File: src/rtl/uart_addr_cfg.svh
// Constants of the serial control and address recognition block.
// Assumes a 32-bit AXI4-Lite slave on a 12-bit byte address.
//
// Summary of operation
// - Recognition runs only while multiproc_enable is set.
// - Receive flag only for frames addressed here.
// - 8-bit mode: stop bit acts as ninth bit.
// - Shift register mode ignores multiproc_enable entirely.
// - Individual or broadcast address match both recognise.
// - Individual match compares only mask one bits.
// - Broadcast address is own OR mask.
// - Control bit 7 is error flag or mode.
// - Error flag set on bad stop, software clears.
// - Mode bits select shift, 8-bit or 9-bit UART.
// - Multiprocessor filtering applies in 9-bit modes.
// - Reception enable gates all received frames.
// - 9-bit modes send tx_ninth_bit as ninth bit.
// - 9-bit modes load rx_ninth_bit from frame.
// - Transmit flag set at data or stop edge.
// - Shift mode sets receive flag after eighth bit.
// - Error detection moves receive flag to stop bit.
// - baud_doubler doubles rate in UART modes only.
// - Own address register resets to zero.
`ifndef UART_ADDR_CFG_SVH
`define UART_ADDR_CFG_SVH

// ---------------------------------------------------------------
// Register indices; byte address is four times the index.
// ---------------------------------------------------------------
`define IDX_SERIAL_CONTROL 8'h98
`define IDX_RX_BUFFER 8'h99
`define IDX_OWN_ADDRESS 8'hA9
`define IDX_ADDRESS_MASK 8'hB9
`define IDX_POWER_CONTROL 8'h87

// ---------------------------------------------------------------
// Field positions and reset values.
// ---------------------------------------------------------------
`define SC_BIT_MODE_HI 7
`define SC_BIT_MODE_LO 6
`define SC_BIT_MULTIPROC 5
`define SC_BIT_RX_ENABLE 4
`define SC_BIT_TX_NINTH 3
`define SC_BIT_RX_NINTH 2
`define SC_BIT_TX_DONE 1
`define SC_BIT_RX_DONE 0
`define PC_BIT_DOUBLER 7
`define PC_BIT_ERR_SELECT 6
`define RST_BYTE 8'h00

// ---------------------------------------------------------------
// Modes, fixed divisors and bus answers.
// ---------------------------------------------------------------
`define MODE_SHIFT 2'h0
`define MODE_UART8 2'h1
`define MODE_UART9_FIXED 2'h2
`define MODE_UART9_VAR 2'h3
`define DIV_SHIFT_STD 7'h0C
`define DIV_SHIFT_HALF 7'h06
`define DIV_FIXED_STD 7'h40
`define DIV_FIXED_DBL 7'h20
`define DIV_VARIABLE 7'h00
`define RESP_OKAY 2'h0
`define RESP_SLVERR 2'h2

`endif

File: src/rtl/uart_addr_pkg.sv
// Types shared by the serial control block, its monitor, node model and bench.
// Assumes the constants header is included by the users of the package.
package uart_addr_pkg;

  // Events from the receive shifter, one-cycle pulses on SYS_CLK.
  typedef struct packed {
    logic last_data;
    logic [7:0] data;
    logic ninth;
    logic stop;
    logic stop_ok;
  } rx_evt_s;

  // Events from the transmit shifter, one-cycle pulses on SYS_CLK.
  typedef struct packed {
    logic bit8_end;
    logic stop_start;
  } tx_evt_s;

  // Register selected by a bus address.
  typedef enum logic [2:0] {
    SEL_NONE, SEL_SERIAL_CONTROL, SEL_POWER_CONTROL_REG, SEL_OWN, SEL_MASK, SEL_RXBUF
  } reg_sel_e;

  // Whole state of the top module.
  typedef struct packed {
    logic mode_hi;
    logic mode_lo;
    logic multiproc;
    logic rx_en;
    logic tx_ninth;
    logic rx_ninth;
    logic tx_done;
    logic rx_done;
    logic stop_err;
    logic doubler;
    logic err_sel;
    logic [7:0] own;
    logic [7:0] mask;
    logic [7:0] rx_buf;
    logic [7:0] pend_byte;
    logic rx_accept;
    logic recog;
    logic tx_ninth_out;
    logic baud_double;
    logic [6:0] baud_div;
    logic awready;
    logic wready;
    logic aw_have;
    logic w_have;
    logic [11:0] awaddr;
    logic [7:0] wdata;
    logic wstrb0;
    logic bvalid;
    logic [1:0] bresp;
    logic arready;
    logic rvalid;
    logic [1:0] rresp;
    logic [31:0] rdata;
  } st_s;

endpackage

File: src/rtl/uart_addr_match.sv
// Address comparator for received address frames.
// Assumes address, own address and mask are stable in the cycle of use.
`timescale 1ns/1ps
`default_nettype none

module uart_addr_match #(
  parameter int WIDTH = 8
) (
  // Frame address and the two address registers.
  input wire logic [WIDTH-1:0] addr,
  input wire logic [WIDTH-1:0] own,
  input wire logic [WIDTH-1:0] mask,
  // Match result.
  output logic hit
);

  logic [WIDTH-1:0] given_ok;
  logic [WIDTH-1:0] bcast_ok;

  // Each bit either is a don't-care or agrees with the wanted value.
  for (genvar i = 0; i < WIDTH; i++) begin : g_bit
    assign given_ok[i] = ~mask[i] | (addr[i] == own[i]);
    assign bcast_ok[i] = ~(own[i] | mask[i]) | addr[i];
  end

  // Either address recognises the frame.
  assign hit = (&given_ok) | (&bcast_ok);

endmodule // uart_addr_match
`default_nettype wire

File: src/rtl/uart_addr_recog.sv
// Serial control, power control bits and address recognition.
// Assumes shifter events arrive on SYS_CLK and an AXI4-Lite master.
// Assumes HALF_CLOCK_MODE is a level from logic on the same clock.
//
// Decided for this implementation: the AXI4-Lite slave port.
`timescale 1ns/1ps
`default_nettype none
`include "uart_addr_cfg.svh"

module uart_addr_recog (
  // Clock and reset.
  input wire logic SYS_CLK,
  input wire logic RESET_N,
  // AXI4-Lite write address.
  input wire logic AWVALID,
  output logic AWREADY,
  input wire logic [11:0] AWADDR,
  // AXI4-Lite write data.
  input wire logic WVALID,
  output logic WREADY,
  input wire logic [31:0] WDATA,
  input wire logic [3:0] WSTRB,
  // AXI4-Lite write response.
  output logic BVALID,
  input wire logic BREADY,
  output logic [1:0] BRESP,
  // AXI4-Lite read address.
  input wire logic ARVALID,
  output logic ARREADY,
  input wire logic [11:0] ARADDR,
  // AXI4-Lite read data.
  output logic RVALID,
  input wire logic RREADY,
  output logic [31:0] RDATA,
  output logic [1:0] RRESP,
  // Shifter events and clock option.
  input wire uart_addr_pkg::rx_evt_s RX_EVT,
  input wire uart_addr_pkg::tx_evt_s TX_EVT,
  input wire logic HALF_CLOCK_MODE,
  // Configuration towards the shifters and baud logic.
  output logic [1:0] MODE,
  output logic RX_ENABLE,
  output logic RECOG_ACTIVE,
  output logic TX_NINTH_BIT,
  output logic BAUD_DOUBLE,
  output logic [6:0] BAUD_DIVISOR,
  // Status towards the core.
  output logic RX_DONE_FLAG,
  output logic TX_DONE_FLAG,
  output logic FRAME_STOP_ERROR,
  output logic [7:0] RX_BYTE,
  output logic RX_ACCEPT
);
  import uart_addr_pkg::*;

  // ---------------------------------------------------------------
  // State and reset value.
  // ---------------------------------------------------------------
  // The ready signals rest high, so the first request after reset is taken
  // at its first edge; everything else, both address registers included,
  // comes up as zero.
  localparam st_s RST_VAL = '{awready: 1'b1, wready: 1'b1, arready: 1'b1, default: '0};

  // One packed state word; the combinational copy is its next value.
  st_s s_q;
  st_s s_d;
  logic [7:0] match_addr;
  logic addr_hit;

  // Decodes a byte address into a register; used for reads and writes.
  function automatic reg_sel_e decode(input logic [11:0] a);
    reg_sel_e r;
    r = SEL_NONE;
    // Only the low index window answers; aliases above it read as unmapped
    // so that a stray pointer gets an error rather than a silent hit.
    if (a[11:10] == 2'h0) begin
      case (a[9:2])
        `IDX_SERIAL_CONTROL: r = SEL_SERIAL_CONTROL;
        `IDX_POWER_CONTROL: r = SEL_POWER_CONTROL_REG;
        `IDX_OWN_ADDRESS: r = SEL_OWN;
        `IDX_ADDRESS_MASK: r = SEL_MASK;
        `IDX_RX_BUFFER: r = SEL_RXBUF;
        default: r = SEL_NONE;
      endcase
    end
    return r;
  endfunction

  // Builds the read image of a register.
  function automatic logic [7:0] read_image(input reg_sel_e r, input st_s s);
    logic [7:0] v;
    v = `RST_BYTE;
    case (r)
      SEL_SERIAL_CONTROL: begin
        v[`SC_BIT_MODE_HI] = s.err_sel ? s.stop_err : s.mode_hi;
        v[`SC_BIT_MODE_LO] = s.mode_lo;
        v[`SC_BIT_MULTIPROC] = s.multiproc;
        v[`SC_BIT_RX_ENABLE] = s.rx_en;
        v[`SC_BIT_TX_NINTH] = s.tx_ninth;
        v[`SC_BIT_RX_NINTH] = s.rx_ninth;
        v[`SC_BIT_TX_DONE] = s.tx_done;
        v[`SC_BIT_RX_DONE] = s.rx_done;
      end
      // The other power control bits do not exist here and read as zero.
      SEL_POWER_CONTROL_REG: begin
        v[`PC_BIT_DOUBLER] = s.doubler;
        v[`PC_BIT_ERR_SELECT] = s.err_sel;
      end
      SEL_OWN: v = s.own;
      SEL_MASK: v = s.mask;
      SEL_RXBUF: v = s.rx_buf;
      default: v = `RST_BYTE;
    endcase
    return v;
  endfunction

  // ---------------------------------------------------------------
  // Address comparison.
  // ---------------------------------------------------------------
  // At the last data bit the byte comes straight from the shifter; at the
  // stop bit the copy held since then is compared instead.
  assign match_addr = RX_EVT.last_data ? RX_EVT.data : s_q.pend_byte;

  // The matcher is purely combinational; its result is used only in the
  // cycle of a last-data or stop event, so a register change in between
  // affects only frames that end after it.
  uart_addr_match #(
    .WIDTH(8)
  ) u_match (
    .addr(match_addr),
    .own(s_q.own),
    .mask(s_q.mask),
    .hit(addr_hit)
  );

  // ---------------------------------------------------------------
  // Next-state logic.
  // ---------------------------------------------------------------
  // Software writes are applied first and hardware events afterwards, so
  // an event landing in the same cycle as a clearing write is kept.
  always_comb begin
    logic [1:0] mode;
    logic nine;
    logic deliver;
    logic accept;
    logic [7:0] wbyte;
    reg_sel_e wsel;
    // Locals get a value first so that no path leaves a latch.
    mode = 2'h0;
    nine = 1'b0;
    deliver = 1'b0;
    accept = 1'b0;
    wbyte = `RST_BYTE;
    wsel = SEL_NONE;
    s_d = s_q;
    s_d.rx_accept = 1'b0;

    // Write channel: address and data are taken in either order.
    if (AWVALID && s_q.awready) begin
      s_d.aw_have = 1'b1;
      s_d.awaddr = AWADDR;
      s_d.awready = 1'b0;
    end
    if (WVALID && s_q.wready) begin
      s_d.w_have = 1'b1;
      s_d.wdata = WDATA[7:0];
      s_d.wstrb0 = WSTRB[0];
      s_d.wready = 1'b0;
    end

    // Write response retires and the channels reopen.
    if (s_q.bvalid && BREADY) begin
      s_d.bvalid = 1'b0;
      s_d.awready = 1'b1;
      s_d.wready = 1'b1;
    end

    // Register write once both halves are present.
    if (s_d.aw_have && s_d.w_have && !s_q.bvalid) begin
      wsel = decode(s_d.awaddr);
      wbyte = s_d.wdata;
      s_d.aw_have = 1'b0;
      s_d.w_have = 1'b0;
      s_d.bvalid = 1'b1;
      s_d.bresp = (wsel == SEL_NONE) ? `RESP_SLVERR : `RESP_OKAY;
      // A cleared byte strobe still answers OKAY but changes nothing.
      if (s_d.wstrb0) begin
        case (wsel)
          SEL_SERIAL_CONTROL: begin
            // Bit 7 lands in whichever function the error select shows.
            if (s_q.err_sel) begin
              s_d.stop_err = wbyte[`SC_BIT_MODE_HI];
            end else begin
              s_d.mode_hi = wbyte[`SC_BIT_MODE_HI];
            end
            s_d.mode_lo = wbyte[`SC_BIT_MODE_LO];
            s_d.multiproc = wbyte[`SC_BIT_MULTIPROC];
            s_d.rx_en = wbyte[`SC_BIT_RX_ENABLE];
            s_d.tx_ninth = wbyte[`SC_BIT_TX_NINTH];
            s_d.rx_ninth = wbyte[`SC_BIT_RX_NINTH];
            s_d.tx_done = wbyte[`SC_BIT_TX_DONE];
            s_d.rx_done = wbyte[`SC_BIT_RX_DONE];
          end
          SEL_POWER_CONTROL_REG: begin
            s_d.doubler = wbyte[`PC_BIT_DOUBLER];
            s_d.err_sel = wbyte[`PC_BIT_ERR_SELECT];
          end
          SEL_OWN: s_d.own = wbyte;
          SEL_MASK: s_d.mask = wbyte;
          default: s_d.own = s_d.own;
        endcase
      end
    end

    // Read channel: one cycle from address to data.
    // The image is taken from the state before this edge, so a write that
    // lands in the same cycle shows up only on the next read.
    if (s_q.rvalid && RREADY) begin
      s_d.rvalid = 1'b0;
      s_d.arready = 1'b1;
    end
    if (ARVALID && s_q.arready) begin
      s_d.arready = 1'b0;
      s_d.rvalid = 1'b1;
      s_d.rdata = {24'h00_0000, read_image(decode(ARADDR), s_q)};
      s_d.rresp = (decode(ARADDR) == SEL_NONE) ? `RESP_SLVERR : `RESP_OKAY;
    end

    // Mode as seen by the receiver in this cycle.
    mode = {s_q.mode_hi, s_q.mode_lo};
    nine = mode[1];

    // Recognition never runs in shift register mode.
    // It follows the next-state bits so that it changes on the write edge.
    s_d.recog = s_d.multiproc && ({s_d.mode_hi, s_d.mode_lo} != `MODE_SHIFT);

    // End of the last data bit.
    // Trade-off: with error detection on in the UART modes, nothing is delivered here and the
    // stop bit decides, which delays the flag by one bit time.
    if (RX_EVT.last_data && s_q.rx_en) begin
      s_d.pend_byte = RX_EVT.data;
      if (mode == `MODE_SHIFT) begin
        deliver = 1'b1;
        accept = 1'b1;
      end else if (nine) begin
        s_d.rx_ninth = RX_EVT.ninth;
        if (!s_q.err_sel) begin
          deliver = 1'b1;
          // Data frames and foreign addresses are dropped here.
          accept = !s_q.recog || (RX_EVT.ninth && addr_hit);
        end
      end else if (!s_q.err_sel && !s_q.recog) begin
        deliver = 1'b1;
        accept = 1'b1;
      end
    end

    // Stop bit sample of the asynchronous modes.
    if (RX_EVT.stop && s_q.rx_en && (mode != `MODE_SHIFT)) begin
      if (s_q.err_sel && !RX_EVT.stop_ok) begin
        s_d.stop_err = 1'b1;
      end
      if (!nine) begin
        // The stop bit stands in for the missing ninth bit.
        s_d.rx_ninth = RX_EVT.stop_ok;
        if (s_q.err_sel || s_q.recog) begin
          deliver = 1'b1;
          accept = !s_q.recog || (RX_EVT.stop_ok && addr_hit);
        end
      end else if (s_q.err_sel) begin
        deliver = 1'b1;
        accept = !s_q.recog || (s_q.rx_ninth && addr_hit);
      end
    end

    // Hand the frame to the core.
    // Limitation: a new frame overwrites the buffer even if the flag is
    // still set; software that falls behind loses the older byte.
    if (deliver && accept) begin
      s_d.rx_done = 1'b1;
      s_d.rx_buf = s_q.pend_byte;
      if (RX_EVT.last_data) begin
        s_d.rx_buf = RX_EVT.data;
      end
      s_d.rx_accept = 1'b1;
    end

    // Transmit flag at the end of the data or the start of stop.
    // The set wins over a clearing write in the same cycle, as for receive.
    if ((mode == `MODE_SHIFT) ? TX_EVT.bit8_end : TX_EVT.stop_start) begin
      s_d.tx_done = 1'b1;
    end

    // Configuration outputs, registered so they follow the write.
    s_d.tx_ninth_out = s_d.mode_hi & s_d.tx_ninth;
    s_d.baud_double = s_d.doubler && ({s_d.mode_hi, s_d.mode_lo} != `MODE_SHIFT);
    case ({s_d.mode_hi, s_d.mode_lo})
      `MODE_SHIFT: s_d.baud_div = HALF_CLOCK_MODE ? `DIV_SHIFT_HALF : `DIV_SHIFT_STD;
      `MODE_UART9_FIXED: s_d.baud_div = s_d.doubler ? `DIV_FIXED_DBL : `DIV_FIXED_STD;
      default: s_d.baud_div = `DIV_VARIABLE;
    endcase
  end

  // ---------------------------------------------------------------
  // State register.
  // ---------------------------------------------------------------
  // Reset clears the address registers along with all control bits.
  // No clock enable: the whole state word moves on every edge.
  always_ff @(posedge SYS_CLK or negedge RESET_N) begin
    if (!RESET_N) begin
      s_q <= RST_VAL;
    end else begin
      s_q <= s_d;
    end
  end

  // ---------------------------------------------------------------
  // Outputs, each a field of the state register.
  // ---------------------------------------------------------------
  // Nothing below is combinational, so the ports carry no glitches.
  // Bus handshake signals.
  assign AWREADY = s_q.awready;
  assign WREADY = s_q.wready;
  assign BVALID = s_q.bvalid;
  assign BRESP = s_q.bresp;
  assign ARREADY = s_q.arready;
  assign RVALID = s_q.rvalid;
  assign RDATA = s_q.rdata;
  assign RRESP = s_q.rresp;

  // Configuration and status; the hidden mode bit keeps steering the
  // shifters even while bit 7 reads back as the error flag.
  assign MODE = {s_q.mode_hi, s_q.mode_lo};
  assign RX_ENABLE = s_q.rx_en;
  assign RECOG_ACTIVE = s_q.recog;
  assign TX_NINTH_BIT = s_q.tx_ninth_out;
  assign BAUD_DOUBLE = s_q.baud_double;
  assign BAUD_DIVISOR = s_q.baud_div;
  assign RX_DONE_FLAG = s_q.rx_done;
  assign TX_DONE_FLAG = s_q.tx_done;
  assign FRAME_STOP_ERROR = s_q.stop_err;
  assign RX_BYTE = s_q.rx_buf;
  assign RX_ACCEPT = s_q.rx_accept;

endmodule // uart_addr_recog
`default_nettype wire

File: config.mk
export PLATFORM = sky130hd
export DESIGN_NAME = uart_addr_recog
export DESIGN_NICKNAME = d
export VERILOG_FILES = /design/src/rtl/uart_addr_pkg.sv /design/src/rtl/uart_addr_match.sv /design/src/rtl/uart_addr_recog.sv
export VERILOG_INCLUDE_DIRS = /design/src /design/src/rtl
export SDC_FILE = /design/constraint.sdc
export NUM_CORES = 1
export LEC_CHECK = 0
export BUFFER_PORTS_ARGS = -buffer_cell sky130_fd_sc_hd__buf_4
export CORE_ASPECT_RATIO = 0.8
export CORE_UTILIZATION = 28
export DETAILED_ROUTE_END_ITERATION = 12
export SETUP_SLACK_MARGIN = 0.15
export SYNTH_ARGS = -nofsm -noshare
export SYNTH_HDL_FRONTEND = slang
export SYNTH_SLANG_ARGS = --single-unit
File: constraint.sdc
create_clock -name SYS_CLK -period 3.4 [get_ports SYS_CLK]
set_clock_uncertainty 0.15 [all_clocks]
set_input_delay 0 -clock SYS_CLK [delete_from_list [all_inputs] [get_ports SYS_CLK]]
set_output_delay 0 -clock SYS_CLK [all_outputs]
set_load 0.02 [all_outputs]
Word level (Yosys, flattened, before mapping)
Index checks and enable logic that the tools add are counted.
{"block": "totals", "regBits": 94, "in_bits": 82, "word_cells": 219}
{"block": "op_classes", "n_eq_ne": 28, "muxes": 63, "bitwise": 42, "n_reduce_logical": 52}
{"operator": "equality test 8 bit (second input constant)", "count": 10}
{"operator": "2-to-1 mux 27 bit", "count": 2}
{"operator": "2-to-1 mux 1 bit", "count": 36}
{"operator": "2-to-1 mux 36 bit", "count": 1}
{"operator": "case mux 3 bit (5 select lines)", "count": 2}
{"operator": "OR 1 bit", "count": 25}
{"operator": "2-to-1 mux 8 bit", "count": 3}
{"operator": "case mux 6 bit (4 select lines)", "count": 1}
{"operator": "nonzero test 2 bit", "count": 12}
{"operator": "logical AND 1 bit", "count": 18}
{"operator": "2-to-1 mux 9 bit", "count": 2}
{"operator": "AND reduction 3 bit", "count": 6}
{"operator": "inverter 1 bit", "count": 16}
{"operator": "AND reduction 8 bit", "count": 2}
{"operator": "2-to-1 mux 3 bit", "count": 5}
{"operator": "case mux 7 bit (2 select lines)", "count": 1}
{"operator": "equality test 3 x 2 -> 1 bit (second input constant)", "count": 4}
{"operator": "2-to-1 mux 12 bit", "count": 1}
{"operator": "2-to-1 mux 2 bit", "count": 6}
{"operator": "case mux 2 bit (5 select lines)", "count": 1}
{"operator": "equality test 3 bit (second input constant)", "count": 3}
{"operator": "equality test 1 bit", "count": 8}
{"operator": "zero test 2 bit", "count": 4}
{"operator": "2-to-1 mux 7 bit", "count": 1}
{"operator": "other kinds (7)", "count": 15}

Longest topological paths before layout
{"block": "depth", "word_depth": 17, "depth_mapped": 9, "mapped_depth_nobuf": 7}

Modules after synthesis
Synthesis repeated with hierarchy kept, for this count alone.
{"block": "unflattened", "cells_unflattened": 459, "hier_area_um2": 4819.6}
{"mod": "uart_addr_recog", "instances": 1, "cells_per_inst": 433, "area_each_um2": 4634.4, "seq_area_each_um2": 2205.9}
{"mod": "uart_addr_match", "instances": 1, "cells_per_inst": 26, "area_each_um2": 185.2, "seq_area_each_um2": 0.0}

Worst setup path after synthesis
No wires, ideal clock.
{"block": "synth_timing", "path_kind": "reg2reg", "startpoint": "reg s_q (netlist bit AWREADY)", "endpoint": "reg s_q (netlist bit RECOG_ACTIVE)", "t_arrival_ns": 2.545, "t_required_ns": 3.132, "path_slack_ns": 0.587, "path_stages_with_launch": 10, "path_buffers": 2, "cell_sequence": "dfstp_2 > and2_4 > buf_6 > a21oi_2 > or4_4 > and4bb_4 > and2_1 > buf_6 > mux2_1 > and2b_1"}
{"item": "from (decl)", "line_no": "uart_addr_recog.sv:65", "rtl": "st_s s_q;"}
{"item": "from (signal assigned)", "line_no": "uart_addr_recog.sv:311", "rtl": "s_q <= RST_VAL;"}
{"item": "from (signal assigned)", "line_no": "uart_addr_recog.sv:313", "rtl": "s_q <= s_d;"}

Final worst setup path
{"block": "layout_timing", "startpoint": "reg s_q (netlist bit AWREADY)", "endpoint": "reg s_q (netlist bit TX_DONE_FLAG)"}
{"block": "layout_via", "elab_chain_cells": 9, "elab_cells_between_ends": 18, "classes_between": "6 x eq/ne; 5 x mux; 7 x reduce/logical"}
{"item": "logical AND 1 bit (*)", "line_no": "uart_addr_recog.sv:159", "rtl": "if (AWVALID && s_q.awready) begin"}
{"item": "2-to-1 mux 12 bit", "line_no": "uart_addr_recog.sv:159"}
{"item": "equality test 8 bit", "line_no": "uart_addr_recog.sv:77", "rtl": "case (a[9:2])"}
{"item": "case mux 3 bit (5 select lines)", "line_no": "uart_addr_recog.sv:77"}
{"item": "2-to-1 mux 3 bit", "line_no": "uart_addr_recog.sv:76", "rtl": "if (a[11:10] == 2'h0) begin"}
{"item": "2-to-1 mux 3 bit", "line_no": "uart_addr_recog.sv:179", "rtl": "if (s_d.aw_have && s_d.w_have && !s_q.bvalid) begin"}
{"item": "equality test 3 x 1 -> 1 bit", "line_no": "uart_addr_recog.sv:188", "rtl": "case (wsel)"}
{"item": "nonzero test 2 bit (no line)"}
{"item": "AND reduction 3 bit (no line) (*)"}
Every way passes the cells marked *; elsewhere a longest branch is shown, timed or not. The select of a mux whose other input is x is not followed.
A chain may end at the register's enable or synchronous reset.

==> flow_metrics.tcl <==
set metrics [dict create \
    maxCapViolations 0 \
    critPathSlowestCell "dfstp_2" \
    comb_power_share_pct 26.0 \
    rsz0062_at_grt "false" \
    cp.required_ns 3.48 \
    yosys_warnings 0 \
    stdcell_area_um2 5969 \
    cts-root-buf "clkbuf_16" \
    whs_ns 0.02025 \
    dpl.hpwl_mm 8.656 \
    area_growth_pct 28.25 \
    cts_tree "yes" \
    clk_pin_slew_worst_paths_ns 0.06 \
    htree_levels 3 \
    holdCritPathClass "in -> reg" \
    drc 0 \
    first_iter_violations 152 \
    die_area_um2 17150 \
    core_um2 16010 \
    p_int_mw 2.229 \
    fin_tns_setup_ns 0 \
    grt_pass1_wl_mm 19.23 \
    via_count 3616 \
    drv_slew 0 \
    yosysSeqAreaShare_pct 47.39 \
    synth_area_leaders "dfrtp_1, buf_4, mux2i_1" \
    vias_per_cell 4.666 \
    crit_chain "and2_4, nor2_1, or4_4, and4bb_4, nand2_2, nand2_1, o211ai_1, dlygate4sd3_1" \
    place_area_um2 5245 \
    swShare_pct 30.63 \
    gr-usage-all-layers_pct 14.51 \
    synth_seq_cells 88 \
    slew_headroom_pct 47.41 \
    initial_core_util_pct 29.08 \
    synth_top_area_cell "dfrtp_1" \
    dr.pass1.iters 4 \
    cts_post_setup_buffers_inserted 0 \
    port_buffers 88 \
    p_leak_nw 2.806 \
    die_x_um 146.2 \
    final_cell_mix "buf_4, dfrtp_1, dlygate4sd3_1" \
    grt_pass1_vias 3671 \
    end_kind "flop" \
    worst_pin_slew_ns 0.7888 \
    clockPowerShare_pct 31.2 \
    max_stage_delay_ns 0.63 \
    die_h_um 117.3 \
    max_freq_mhz 320.5 \
    synth_cell_type_count 51 \
    num-nets-final 637 \
    grt_max_degree 62 \
    netlist.area_leader.share_pct 45.70 \
    hold_violations 0 \
    p_seq_share_pct 42.8 \
    setup_viol 0 \
    ant_nets 0 \
    grt-ovfl-total 0 \
    pwr_density_cell_nw_per_um2 538.2 \
    numCtsBuffers 9 \
    clk_latency_ns 0.35 \
    cts.sinks 88 \
    io-pin-count 148 \
    num_rows 41 \
    worstSetupStartpointType "flop" \
    critPathArrivalTime_ns 3.20 \
    n_antenna_cell 0 \
    drive_above_1_share_pct 26.07 \
    syn_area_per_cell_um2 10.39 \
    syn_inst 448 \
    fin_crit_ns 3.121 \
    totalWireLength_mm 11.77 \
    critPathMaxFanout 12 \
    peakVddDrop_mv 0.3101 \
    gp_routability_congestion 0.8383 \
    clock_path_buffers 2 \
    wl_per_cell_um 15.19 \
    switching_power_mw 0.9840 \
    synth_area_um2 4654 \
    layout_commonest_cell "buf_4" \
    crit_type "reg -> reg" \
    grt_antenna_before_repair 0 \
    status "finished clean" \
    fin_crit_sh_pct 91.78 \
]
## cells by family (layout without fill, tap and decap cells)
logic type                after synthesis  in the layout  synth area share [%]
muxes                                  63             63                 14.44
xor gates and xnor gates                8              8                 1.505
AOI/OAI and AO/OA                      93             93                 12.88
DFF                                    88             88                 47.39
other                                   1             28               0.08057
buffers and inverters                  89            174                 12.04
and+or+nand+nor                       106            106                 11.67
## cell usage after synthesis, drive strengths merged
cell    number
a211o        3
a211oi       3
a21boi       1
a21o         4
a21oi       13
a221oi      10
a22o         2
a31oi        5
a32oi        4
and2         6
and2b        1
and3         5
and4b        2
and4bb       1
buf         60
clkbuf       5
conb         1
dfrtp       85
dfstp        3
inv         24
mux2        30
mux2i       33
nand2       35
nand2b       1
nand3        4
nand3b       2
nand4        3
nand4b       3
nor2        25
nor2b        3
nor3        11
nor3b        1
o2111a       1
o211ai       2
o21a         3
o21ai       39
o21ba        1
o311a        1
o31a         1
or3          1
or4          2
xnor2        8
## repair_timing
item	4_1_cts	5_1_grt
endpoints found under the setup margin	0	1
hold endpoints to repair	129	0
hold buffers	42	0
gates resized for setup	0	1
## per-layer routing
metal / vias to the layer above / track usage, % / part of all wire [%]
li1: 1711 / - / -
met1: 1778 / 18.51 / 47
met2: 118 / 23.18 / 47
met3: 9 / 4.514 / 5.8
met4: 0 / 4.883 / 0.93
met5: - / 0 / 0
## power by group through the flow
| stage | Combinational [mW] | Clock (mW) | Sequential [mW] |
|---|---|---|---|
| finish | 0.836 | 1.00 | 1.37 |
| floorplan | 0.558 | 0 | 1.38 |
| global route | 0.928 | 1.08 | 1.40 |
| CTS | 0.842 | 1.03 | 1.37 |
| global placement | 0.768 | 0 | 1.38 |
| detailed placement | 0.786 | 0 | 1.39 |
## critical path: cells and delay by family, from the launching register on
| kind | cells | cell delay (ns) |
|---|---|---|
| buffers and inverters | 1 | 0.56 |
| DFF | 1 | 0.63 |
| AOI/OAI and AO/OA | 1 | 0.08 |
| and+or+nand+nor | 6 | 1.59 |
## path summary, 6_finish.rpt
path	start	end	slack, ns	depth (start not counted)
max in group asynchronous	RESET_N	RDATA[0]	2.11	3
worst min register to register	RDATA[0]	RDATA[0]	0.34	2
worst max register to register	AWREADY	TX_DONE_FLAG	0.28	8
worst max-delay path	AWREADY	TX_DONE_FLAG	0.28	8
min in group asynchronous	RESET_N	s_q[40]	0.12	2
worst min-delay path	RX_EVT[1]	FRAME_STOP_ERROR	0.02	5
## flip-flops by register name (all words and copies together), names as in the netlist
name and cells:
RDATA 8, TX_DONE_FLAG 1, RECOG_ACTIVE 1, WREADY 1, RX_ENABLE 1, FRAME_STOP_ERROR 1, BAUD_DOUBLE 1, AWREADY 1
RX_DONE_FLAG 1, BRESP 1, RX_ACCEPT 1, s_q 50, BVALID 1, RRESP 1, ARREADY 1, BAUD_DIVISOR 5
MODE 2, RVALID 1, TX_NINTH_BIT 1, RX_BYTE 8
## per-stage QoR
step / total power [mW] / setup WS [ns] / cells / util (%)
2_1_floorplan: 1.936 / 0.5871 / 475 / -
3_3_place_gp: 2.146 / 0.4290 / 717 / 32.77
3_5_place_dp: 2.177 / 0.3977 / 717 / 32.77
4_1_cts: 3.248 / 0.2504 / 775 / 37.27
5_1_grt: 3.406 / 0.1764 / 775 / 37.30
6_report: 3.213 / 0.2795 / 775 / 37.30
## final cells by class
type | count | area, µm²
clock inverter | 3 | 40.04
fill | 1628 | 10040
clock buffer | 13 | 260.3
tap | 215 | 269.0
multi-input combinational | 298 | 1993
sequential | 88 | 2206
inverter | 24 | 90.09
timing repair buffer | 134 | 1111
Note: power is estimated with default switching activity, not from simulation.
